`config.mk`:
```
export PLATFORM = sky130hd
export DESIGN_NAME = pes_regs
export DESIGN_NICKNAME = d
export VERILOG_FILES = /design/src/pes_pkg.sv /design/src/pes_cnt_if.sv /design/src/pes_sat_counter.sv /design/src/pes_regs.sv
export SDC_FILE = /design/constraint.sdc
export NUM_CORES = 1
export LEC_CHECK = 0
export BUFFER_PORTS_ARGS = -buffer_cell sky130_fd_sc_hd__buf_2
export CORE_ASPECT_RATIO = 2
export CORE_MARGIN = 2
export CORE_UTILIZATION = 25
export CTS_CLUSTER_SIZE = 16
export DETAILED_ROUTE_END_ITERATION = 10
export GPL_ROUTABILITY_DRIVEN = 0
export SLEW_MARGIN = 25
export SYNTH_ARGS = -nofsm -noshare
export SYNTH_HDL_FRONTEND = slang
export SYNTH_SLANG_ARGS = --single-unit
export TNS_END_PERCENT = 20
```
`constraint.sdc`:
```
create_clock -name i_clk -period 6.2 [get_ports i_clk]
set_input_delay 1.24 -clock i_clk [delete_from_list [all_inputs] [get_ports i_clk]]
set_output_delay 1.24 -clock i_clk [all_outputs]
set_load 0.03 [all_outputs]
```
`src/pes_pkg.sv`:
```
// Constants for the event status and error counter register bank.
// Assumes a 32-bit register bus with aligned word registers.
package pes_pkg;

	// ----------------------------------------------------------------
	// Register indices (byte address is four times the index)
	// ----------------------------------------------------------------
	localparam logic [5:0] IDX_STAT1 = 6'h12;
	localparam logic [5:0] IDX_STAT2 = 6'h13;
	localparam logic [5:0] IDX_FCNT = 6'h14;
	localparam logic [5:0] IDX_RXERR = 6'h15;
	localparam logic [5:0] IDX_STC = 6'h16;

	// ----------------------------------------------------------------
	// Field positions of the second status and enable register
	// ----------------------------------------------------------------
	localparam int BIT_UV = 15;
	localparam int BIT_OV = 14;
	localparam int BIT_OT = 11;
	localparam int BIT_SLEEP = 10;
	localparam int BIT_POL = 9;
	localparam int BIT_JAB = 8;
	localparam int EN_UV = 7;
	localparam int EN_OV = 6;
	localparam int EN_OT = 3;
	localparam int EN_SLEEP = 2;
	localparam int EN_POL = 1;
	localparam int EN_JAB = 0;

	// ----------------------------------------------------------------
	// Field positions of the first status and enable register
	// ----------------------------------------------------------------
	localparam int BIT_FC_HF = 9;
	localparam int BIT_RX_HF = 8;
	localparam int EN_FC_HF = 1;
	localparam int EN_RX_HF = 0;

	// ----------------------------------------------------------------
	// Writable masks and reset values
	// ----------------------------------------------------------------
	localparam logic [15:0] EN2_MASK = 16'h00CF;
	localparam logic [15:0] EN1_MASK = 16'h0003;
	localparam logic [15:0] STC_MASK = 16'h707F;
	localparam logic [15:0] STC_RSV_VAL = 16'h0180 & 16'h0100;
	localparam logic [15:0] REG_RST = 16'h0000;

	// ----------------------------------------------------------------
	// Counter sizes and thresholds
	// ----------------------------------------------------------------
	localparam int FC_W = 8;
	localparam int RX_W = 16;
	localparam logic [7:0] FC_MAX = 8'hFF;
	localparam logic [7:0] FC_HALF = 8'h7F;
	localparam logic [15:0] RX_MAX = 16'h0FFF;
	localparam logic [15:0] RX_HALF = 16'h7FFF;

endpackage : pes_pkg

```
`src/pes_cnt_if.sv`:
```
// Carrier between the register bank and one saturating counter.
// Assumes both ends run on the same clock.
`timescale 1ns/1ps
interface pes_cnt_if #(
	parameter int W = 16
);
	logic inc; // One count this cycle
	logic clr; // Clear on read this cycle
	logic [W-1:0] count; // Current count
	logic half_evt; // One-cycle pulse on passing half-full

	// Counter end
	modport ctr (input inc, input clr, output count, output half_evt);
	// Register bank end
	modport user (output inc, output clr, input count, input half_evt);
endinterface : pes_cnt_if

```
`src/pes_sat_counter.sv`:
```
// Saturating event counter with clear on read and half-full pulse.
// Assumes inc and clr are synchronous single-cycle strobes.
`timescale 1ns/1ps
module pes_sat_counter #(
	parameter int W = 16,
	parameter logic [W-1:0] MAX = {W{1'b1}},
	parameter logic [W-1:0] HALF = {1'b0, {(W-1){1'b1}}}
) (
	// Clock, reset and enable
	input wire logic i_clk,
	input wire logic i_rst,
	input wire logic i_ce,
	// Counter carrier
	pes_cnt_if.ctr cnt
);

	// ----------------------------------------------------------------
	// Next-state decode
	// ----------------------------------------------------------------
	logic [W-1:0] next_count; // Count after this edge
	logic next_half; // Half-full crossing this edge
	logic at_max; // Counter is pinned at its ceiling
	localparam logic [W-1:0] ONE = {{(W-1){1'b0}}, 1'b1};

	assign at_max = (cnt.count == MAX);
	// RULE11 clear on read
	// A count arriving with the clear survives as one, so nothing is lost
	assign next_count = cnt.clr ? (cnt.inc ? ONE : '0) :
		// RULE9 RULE14 stop at ceiling
		((cnt.inc && !at_max) ? cnt.count + ONE : cnt.count);
	// RULE10 RULE15 half-full crossing
	assign next_half = cnt.inc && !cnt.clr && (cnt.count == HALF);

	// ----------------------------------------------------------------
	// State
	// ----------------------------------------------------------------
	// Count and pulse freeze while the enable is low
	always_ff @(posedge i_clk) begin
		if (i_rst) begin
			cnt.count <= '0;
			cnt.half_evt <= 1'b0;
		end else if (i_ce) begin
			cnt.count <= next_count;
			cnt.half_evt <= next_half;
		end
	end

	// ----------------------------------------------------------------
	// Checks
	// ----------------------------------------------------------------
	property p_cnt_sat;
		@(posedge i_clk) disable iff (i_rst)
		i_ce && at_max && cnt.inc && !cnt.clr |=> cnt.count == MAX;
	endproperty
	a_cnt_sat: assert property (p_cnt_sat) // RULE9 RULE14
		else $error("counter left its ceiling");

	property p_cnt_inc;
		@(posedge i_clk) disable iff (i_rst)
		i_ce && cnt.inc && !cnt.clr && !at_max
		|=> cnt.count == $past(cnt.count) + ONE;
	endproperty
	a_cnt_inc: assert property (p_cnt_inc) // RULE8 RULE12
		else $error("counter missed an event");

	property p_cnt_clr;
		@(posedge i_clk) disable iff (i_rst)
		i_ce && cnt.clr ##1 i_ce |-> cnt.count <= ONE;
	endproperty
	a_cnt_clr: assert property (p_cnt_clr) // RULE11
		else $error("counter not cleared by read");

	property p_cnt_half;
		@(posedge i_clk) disable iff (i_rst)
		i_ce && cnt.inc && !cnt.clr && cnt.count == HALF |=> cnt.half_evt;
	endproperty
	a_cnt_half: assert property (p_cnt_half) // RULE10 RULE15
		else $error("half-full pulse missing");

	c_cnt_sat: cover property (@(posedge i_clk) disable iff (i_rst)
		i_ce && at_max && cnt.inc);

endmodule : pes_sat_counter

```
`src/pes_regs.sv`:
```
// Event status/enable registers and receive error counters of a PHY.
// Assumes event inputs are synchronous to i_clk; register access over
// Avalon-MM with waitrequest, one 32-bit word per register.
//
// Behaviour
// RULE1: undervoltage latches status bit 15
// RULE2: overvoltage latches status bit 14
// RULE3: overtemperature latches status bit 11
// RULE4: sleep event latches status bit 10
// RULE5: polarity change latches status bit 9
// RULE6: jabber latches status bit 8
// RULE7: enable bits 7,6,3..0 gate each event
// RULE8: false carrier count, 8 bits, increments
// RULE9: false carrier count stops at 0xFF
// RULE10: false carrier passing 0x7F raises event
// RULE11: reading a counter clears it
// RULE12: receive errors counted in 16 bits
// RULE13: no receive error count in loopback
// RULE14: receive error count stops at ceiling
// RULE15: receive error passing 0x7FFF raises event (default ceiling 0x0FFF is below it, so it never fires)
// RULE16: half-full events set first-register bits 9,8
// RULE17: status read clears unless event persists
// RULE18: interrupt while enabled flag is set
`timescale 1ns/1ps
module pes_regs #(
	parameter logic [15:0] RX_CEIL = pes_pkg::RX_MAX
) (
	// Clock, reset and enable
	input wire logic i_clk,
	input wire logic i_rst,
	input wire logic i_ce,
	// Avalon-MM slave
	input wire logic [7:0] i_avs_address,
	input wire logic i_avs_read,
	input wire logic i_avs_write,
	input wire logic [31:0] i_avs_writedata,
	input wire logic [3:0] i_avs_byteenable,
	output logic [31:0] o_avs_readdata,
	output logic o_avs_waitrequest,
	// Supply, temperature and link events
	input wire logic i_undervolt,
	input wire logic i_overvolt,
	input wire logic i_overtemp,
	input wire logic i_sleep_evt,
	input wire logic i_rx_polarity,
	input wire logic i_jabber,
	// Receive path
	input wire logic i_false_carrier,
	input wire logic i_rx_dv,
	input wire logic i_rx_symbol_err,
	input wire logic i_mac_loopback,
	// Interrupt
	output logic o_irq
);
	import pes_pkg::*;

	// ----------------------------------------------------------------
	// Bus decode
	// ----------------------------------------------------------------
	logic [5:0] idx; // Word index of the access
	logic rd_first; // First cycle of a read: snapshot and clear
	logic wr_take; // Write takes effect on this edge
	logic [15:0] wmask; // Byte-lane mask of the low half word
	logic [15:0] wdata; // Masked write data
	logic hit_st1, hit_st2, hit_fc, hit_rx, hit_stc; // Register hits

	assign idx = i_avs_address[7:2];
	assign rd_first = i_avs_read && o_avs_waitrequest;
	assign wr_take = i_avs_write && !o_avs_waitrequest;
	assign wmask = {{8{i_avs_byteenable[1]}}, {8{i_avs_byteenable[0]}}};
	assign wdata = i_avs_writedata[15:0] & wmask;
	assign hit_st1 = (idx == IDX_STAT1);
	assign hit_st2 = (idx == IDX_STAT2);
	assign hit_fc = (idx == IDX_FCNT);
	assign hit_rx = (idx == IDX_RXERR);
	assign hit_stc = (idx == IDX_STC);

	// ----------------------------------------------------------------
	// Registers
	// ----------------------------------------------------------------
	logic [15:0] flags2; // Latched event flags, second register
	logic [15:0] en2; // Enables, second register
	logic [15:0] flags1; // Latched half-full flags, first register
	logic [15:0] en1; // Half-full enables, first register
	logic [15:0] stc; // Self-test control, layout only
	logic pol_q; // Last seen receive polarity
	logic pol_seen; // Polarity has been sampled once

	// ----------------------------------------------------------------
	// Counters
	// ----------------------------------------------------------------
	pes_cnt_if #(.W(FC_W)) fc_if ();
	pes_cnt_if #(.W(RX_W)) rx_if ();

	// RULE8 false carrier counting
	assign fc_if.inc = i_false_carrier;
	// RULE11 clear on read
	assign fc_if.clr = rd_first && hit_fc;
	// RULE12 RULE13 error gated by loopback
	assign rx_if.inc = i_rx_dv && i_rx_symbol_err && !i_mac_loopback;
	assign rx_if.clr = rd_first && hit_rx;

	// RULE9 RULE10 eight-bit counter
	pes_sat_counter #(.W(FC_W), .MAX(FC_MAX), .HALF(FC_HALF)) u_fc (
		.i_clk(i_clk),
		.i_rst(i_rst),
		.i_ce(i_ce),
		.cnt(fc_if.ctr)
	);

	// RULE14 RULE15 sixteen-bit counter
	// Ceiling is a parameter: if it sits below the half-full mark the
	// half-full event can never fire, which is why it is adjustable
	pes_sat_counter #(.W(RX_W), .MAX(RX_CEIL), .HALF(RX_HALF)) u_rx (
		.i_clk(i_clk),
		.i_rst(i_rst),
		.i_ce(i_ce),
		.cnt(rx_if.ctr)
	);

	// ----------------------------------------------------------------
	// Event and status next values
	// ----------------------------------------------------------------
	logic pol_chg; // Polarity differs from last sample
	logic [15:0] ev2; // Event vector aligned to second register
	logic [15:0] ev1; // Event vector aligned to first register
	logic [15:0] next_flags2, next_flags1;
	logic [15:0] next_en2, next_en1, next_stc;
	logic next_irq;

	// First sample after reset is not a change
	assign pol_chg = pol_seen && (i_rx_polarity != pol_q);
	// RULE1 RULE2 RULE3 RULE4 RULE5 RULE6 event placement
	assign ev2 = {i_undervolt, i_overvolt, 2'b00, i_overtemp,
		i_sleep_evt, pol_chg, i_jabber, 8'h00};
	// RULE16 half-full placement
	assign ev1 = {6'h00, fc_if.half_evt, rx_if.half_evt, 8'h00};
	// RULE17 set wins over read clear
	assign next_flags2 = ev2 | (flags2 & ~{16{rd_first && hit_st2}});
	assign next_flags1 = ev1 | (flags1 & ~{16{rd_first && hit_st1}});
	// RULE7 writable enables
	assign next_en2 = (wr_take && hit_st2) ?
		(en2 & ~(wmask & EN2_MASK)) | (wdata & EN2_MASK) : en2;
	assign next_en1 = (wr_take && hit_st1) ?
		(en1 & ~(wmask & EN1_MASK)) | (wdata & EN1_MASK) : en1;
	assign next_stc = (wr_take && hit_stc) ?
		(stc & ~(wmask & STC_MASK)) | (wdata & STC_MASK) : stc;
	// RULE18 RULE7 enabled flags drive the interrupt
	// Status bits 15:8 line up with enables 7:0 bit for bit
	assign next_irq = (|(flags2[15:8] & en2[7:0])) ||
		(|(flags1[9:8] & en1[1:0]));

	// ----------------------------------------------------------------
	// Read mux
	// ----------------------------------------------------------------
	logic [15:0] rd_mux; // Word seen by a read; unmapped reads zero

	assign rd_mux = hit_st2 ? (flags2 | en2) :
		hit_st1 ? (flags1 | en1) :
		hit_fc ? {8'h00, fc_if.count} :
		hit_rx ? rx_if.count :
		hit_stc ? (stc | STC_RSV_VAL) : REG_RST;

	// ----------------------------------------------------------------
	// Status, enable and control state
	// ----------------------------------------------------------------
	// All state holds while the clock enable is low
	always_ff @(posedge i_clk) begin
		if (i_rst) begin
			flags2 <= REG_RST;
			flags1 <= REG_RST;
			en2 <= REG_RST;
			en1 <= REG_RST;
			stc <= REG_RST;
		end else if (i_ce) begin
			flags2 <= next_flags2;
			flags1 <= next_flags1;
			en2 <= next_en2;
			en1 <= next_en1;
			stc <= next_stc;
		end
	end

	// Polarity history for change detection
	always_ff @(posedge i_clk) begin
		if (i_rst) begin
			pol_q <= 1'b0;
			pol_seen <= 1'b0;
		end else if (i_ce) begin
			pol_q <= i_rx_polarity;
			pol_seen <= 1'b1;
		end
	end

	// ----------------------------------------------------------------
	// Bus answer and interrupt
	// ----------------------------------------------------------------
	// Every access waits exactly one cycle; the snapshot is taken on
	// the same edge as the clear, so no read loses a counted event
	always_ff @(posedge i_clk) begin
		if (i_rst) begin
			o_avs_waitrequest <= 1'b1;
			o_avs_readdata <= 32'h0000_0000;
			o_irq <= 1'b0;
		end else if (i_ce) begin
			o_avs_waitrequest <= !((i_avs_read || i_avs_write) &&
				o_avs_waitrequest);
			o_irq <= next_irq;
			if (rd_first) begin
				o_avs_readdata <= {16'h0000, rd_mux};
			end
		end
	end

	// ----------------------------------------------------------------
	// Checks
	// ----------------------------------------------------------------
	property p_uv;
		@(posedge i_clk) disable iff (i_rst)
		i_ce && i_undervolt |=> flags2[BIT_UV];
	endproperty
	a_uv: assert property (p_uv) // RULE1
		else $error("undervoltage flag not set");

	property p_ov;
		@(posedge i_clk) disable iff (i_rst)
		i_ce && i_overvolt |=> flags2[BIT_OV] && (flags2 | en2) != 16'h0000;
	endproperty
	a_ov: assert property (p_ov) // RULE2
		else $error("overvoltage flag not set");

	property p_ot;
		@(posedge i_clk) disable iff (i_rst)
		i_ce && i_overtemp |=> flags2[BIT_OT];
	endproperty
	a_ot: assert property (p_ot) // RULE3
		else $error("overtemperature flag not set");

	property p_sleep;
		@(posedge i_clk) disable iff (i_rst)
		i_ce && i_sleep_evt |=> flags2[BIT_SLEEP];
	endproperty
	a_sleep: assert property (p_sleep) // RULE4
		else $error("sleep flag not set");

	property p_pol;
		@(posedge i_clk) disable iff (i_rst)
		i_ce ##1 i_ce && $changed(i_rx_polarity) |=> flags2[BIT_POL];
	endproperty
	a_pol: assert property (p_pol) // RULE5
		else $error("polarity change flag not set");

	property p_jab;
		@(posedge i_clk) disable iff (i_rst)
		i_ce && i_jabber |=> flags2[BIT_JAB];
	endproperty
	a_jab: assert property (p_jab) // RULE6
		else $error("jabber flag not set");

	property p_gate;
		@(posedge i_clk) disable iff (i_rst)
		i_ce && en2[7:0] == 8'h00 && en1[1:0] == 2'b00 |=> !o_irq;
	endproperty
	a_gate: assert property (p_gate) // RULE7
		else $error("interrupt raised with all enables off");

	property p_loop;
		@(posedge i_clk) disable iff (i_rst)
		i_ce && i_mac_loopback && !rx_if.clr |=> $stable(rx_if.count);
	endproperty
	a_loop: assert property (p_loop) // RULE13
		else $error("receive errors counted in loopback");

	property p_hf;
		@(posedge i_clk) disable iff (i_rst)
		i_ce && fc_if.half_evt |=> flags1[BIT_FC_HF];
	endproperty
	a_hf: assert property (p_hf) // RULE16
		else $error("half-full flag not set");

	property p_hold;
		@(posedge i_clk) disable iff (i_rst)
		i_ce && flags2[BIT_UV] && !(rd_first && hit_st2) |=> flags2[BIT_UV];
	endproperty
	a_hold: assert property (p_hold) // RULE17
		else $error("flag dropped without a read");

	property p_irq;
		@(posedge i_clk) disable iff (i_rst)
		i_ce && (flags2[BIT_JAB] && en2[EN_JAB]) |=> o_irq;
	endproperty
	a_irq: assert property (p_irq) // RULE18
		else $error("interrupt missing for enabled flag");

	c_read: cover property (@(posedge i_clk) disable iff (i_rst)
		rd_first && hit_fc && fc_if.count != 8'h00);
	c_write: cover property (@(posedge i_clk) disable iff (i_rst)
		wr_take && hit_st2);
	c_irq: cover property (@(posedge i_clk) disable iff (i_rst)
		$rose(o_irq));

endmodule : pes_regs

```
==> flow_metrics.env <==
export IMPL_layout_drive_gt1_share_pct=15.3
export IMPL_initialDrtViolationCount=256
export IMPL_final_fill_count=1800
export IMPL_tritoncts="done"
export IMPL_outcome="complete, no violations"
export IMPL_worst_skew_pair_late_latency_ps=350
export IMPL_synth_yosys_seq_area_share_pct=43.6
export IMPL_grt_overflow_total=0
export IMPL_io_pins=93
export IMPL_antenna_violations_before_repair=0
export IMPL_utilization_pct=29.1
export IMPL_ant_nets=0
export IMPL_timing_slew_headroom_pct=44.6
export IMPL_design_die_area_um2=18800
export IMPL_vias_per_cell=5.08
export IMPL_vias_in_the_first_global_route=3579
export IMPL_hpwl_um=9740
export IMPL_detailroute_via_count=3752
export IMPL_setup_tns_ps=0
export IMPL_worst_ep_arrival_time_ps=3470
export IMPL_tritoncts_num_buffers=9
export IMPL_yosys_warnings=0
export IMPL_synth_edf_count=0
export IMPL_placement_rows=68
export IMPL_fp_coreArea_um2=17300
export IMPL_grt_usage_pct=13.7
export IMPL_final_setup_skew_ps=6.66
export IMPL_start_util_pct=25.5
export IMPL_clk_path_buf_depth=2
export IMPL_worst_endpoint_required_ps=6430
export IMPL_cts_htree_levels=3
export IMPL_final_min_clock_period_ps=3240
export IMPL_ys_types=63
export IMPL_criticalPathCategory="input port to register"
export IMPL_rsz0062_at_grt="no"
export IMPL_hold_path_class="register to register"
export IMPL_finalHoldViolCount=0
export IMPL_max_vdd_ir_drop_mv=0.112
export IMPL_synthCells=489
export IMPL_synthArstFlopShare_pct=0
export IMPL_slew_violations=0
export IMPL_static_leakage_power_nw=1.83
export IMPL_num_antenna_cells=0
export IMPL_area_delta_synth_final_pct=14.1
export IMPL_drcViolationCount=0
export IMPL_placedInstanceArea_um2=4740
export IMPL_place_detailed_instances=722
export IMPL_cellPowerDensity_nw_per_um2=255
export IMPL_crit_path_end_kind="register"
export IMPL_preCtsSetupSlack_ps=2630
export IMPL_path_buf_inv=1
export IMPL_routedWlPerCell_um=17.3
export IMPL_chipHeight_um=192
export IMPL_timing_critical_path_slowest_stage_cell="sky130_fd_sc_hd__and3_1"
export IMPL_cts_reportedPaths_clkPinSlew_ps=80
export IMPL_timing_final_crit_share_pct=52.2
export IMPL_critical_path_max_fanout=18
export IMPL_worstSetupStartpointType="input port"
export IMPL_post_synthesis_instance_area_um2=4410
export IMPL_grt_start_max_net_pins=41
export IMPL_cap_viol_max_count=0
export IMPL_timing_worst_slew_pin_value_ps=830
export IMPL_final_count_of_negative_setup_slack_endpoints=0
export IMPL_grt_pass1_wl_um=19800
export IMPL_die_width_um=97.9
export IMPL_syn_mean_instance_area_um2=9.02
export IMPL_path_common_cell="sky130_fd_sc_hd__and3_1"
export IMPL_top_delay_family_on_crit_path="simple AND/OR/NAND/NOR gates"
export IMPL_port_buffer_count=51
export IMPL_clockRootBuffer="sky130_fd_sc_hd__clkbuf_16"
export IMPL_clock_fmax_ghz=0.309
export IMPL_yosys_register_bits=96
export IMPL_final_area_um2=5030
export IMPL_net_total_in_the_final_layout=584
export IMPL_finalNonFillerCells=738
export IMPL_post_cts_resized=0
export IMPL_cp_slowest_stage_delay_ps=740
export IMPL_hold_buffers=0
export IMPL_cts_sinks=96
export IMPL_first_pass_iters=5
export IMPL_route_final_wire_length_um=12700
export IMPL_setup_slack_ps=2960
export IMPL_cts_setup_buffers=0
export IMPL_critical_path_cell_chain="buf_2 > nor4b_1 > and3_1 > and3_1 > mux2i_1 > nor2_1"
export IMPL_primary_flip_flop_cell_chosen_by_synthesis_mapping="sky130_fd_sc_hd__dfxtp_1"
==> where the power goes <==
group          total [W]  switching, W  internal (W)
Clock           0.000561      0.000274      0.000287
Combinational  0.0000891     0.0000647     0.0000244
Sequential      0.000631    0.00000810      0.000623
==> worst register-to-register path: cells and delay by family (launching register included) <==
family / cells / cell delay (ps)
AND/OR/NAND/NOR: 3 / 1060
AO/OA/AOI/OAI: 2 / 610
flip-flops: 1 / 460
adder cells (fa/ha/maj): 1 / 240
==> cells in the mapped netlist, drive strengths merged, types with 2 or more instances <==
master / n / area (um^2)
a22oi: 10 / 75.1
xnor2: 4 / 35.0
o21bai: 2 / 15.0
o31ai: 6 / 45.0
buf: 28 / 199
or3: 5 / 37.5
nor2b: 3 / 18.8
and3: 10 / 62.6
clkbuf: 17 / 63.8
dfxtp: 96 / 1920
a22o: 2 / 17.5
a211oi: 8 / 60.1
or4: 7 / 56.3
mux2i: 23 / 230
nand2: 26 / 97.6
a221oi: 8 / 70.1
o21a: 4 / 30.0
a311oi: 2 / 17.5
and4: 4 / 36.3
nand3: 17 / 85.1
o21ai: 14 / 70.1
nor4: 6 / 37.5
a21oi: 29 / 149
o211ai: 6 / 58.8
o221ai: 2 / 17.5
a32oi: 3 / 26.3
ha: 2 / 25.0
a21o: 4 / 30.0
and2: 27 / 169
o2bb2ai: 3 / 26.3
o41ai: 2 / 17.5
nand2b: 7 / 43.8
a2bb2oi: 6 / 52.6
nand4: 5 / 43.8
nor3: 2 / 10.0
nor2: 53 / 199
a221o: 5 / 50.1
a31oi: 3 / 18.8
o311ai: 3 / 26.3
nand4b: 3 / 26.3
inv: 11 / 41.3
==> final cells by class <==
type | count | area [um^2] | share of cell area (%)
clock inverter | 7 | 71.3 | 1.42
multi-input combinational | 352 | 2240 | 44.5
sequential | 96 | 1920 | 38.2
tap | 210 | 263 | 5.22
inverter | 11 | 41.3 | 0.820
clock buffer | 9 | 225 | 4.48
timing repair buffer | 53 | 270 | 5.37
==> worst paths after layout <==
path / start / to / slack, ps / cells past startpoint
min reg2reg: o_avs_readdata[2] / o_avs_readdata[2] / 450 / 2
min: o_avs_readdata[2] / o_avs_readdata[2] / 450 / 2
max: i_avs_address[5] / register / 2960 / 6
max reg2reg: u_rx.cnt.count[0] / u_rx.cnt.count[2] / 3700 / 6
==> routing by layer <==
metal / wire length (um) / up-vias / GRT usage, %
met5: 0 / - / 0
met1: 4700 / 1796 / 13.4
li1: - / 1825 / -
met3: 417 / 23 / 1.67
met2: 6990 / 108 / 26.3
met4: 631 / 0 / 8.92
==> cell usage in the layout (no fill, tap or decap), drive strengths merged, types with 8 or more instances in the layout <==
cell type	instances
nand2	26
a21oi	29
clkbuf	9
a221oi	8
mux2i	23
inv	16
nand3	17
a211oi	8
and3	10
dfxtp	96
buf	53
and2	27
nor2	53
a22oi	10
o21ai	14
conb	16
==> per-stage QoR <==
stage / total power (W) / hold slack [ps]
after floorplan: 0.000709 / 424
after global placement: 0.000733 / 442
after detailed placement: 0.000734 / 444
after CTS: 0.00129 / 457
after global routing: 0.00132 / 474
final: 0.00128 / 452
==> kinds of logic (layout without fill, tap and decap cells) <==
logic type | Yosys count | after routing | synth area share [%]
flops | 96 | 96 | 43.6
mux | 23 | 23 | 5.22
other cells | 1 | 16 | 0.0850
compound gates | 125 | 125 | 20.5
buf+inv | 56 | 80 | 6.90
simple gates | 181 | 181 | 22.2
xor+xnor | 5 | 5 | 0.993
fa+ha+maj | 2 | 2 | 0.567
(Power assumes the default switching activity.)
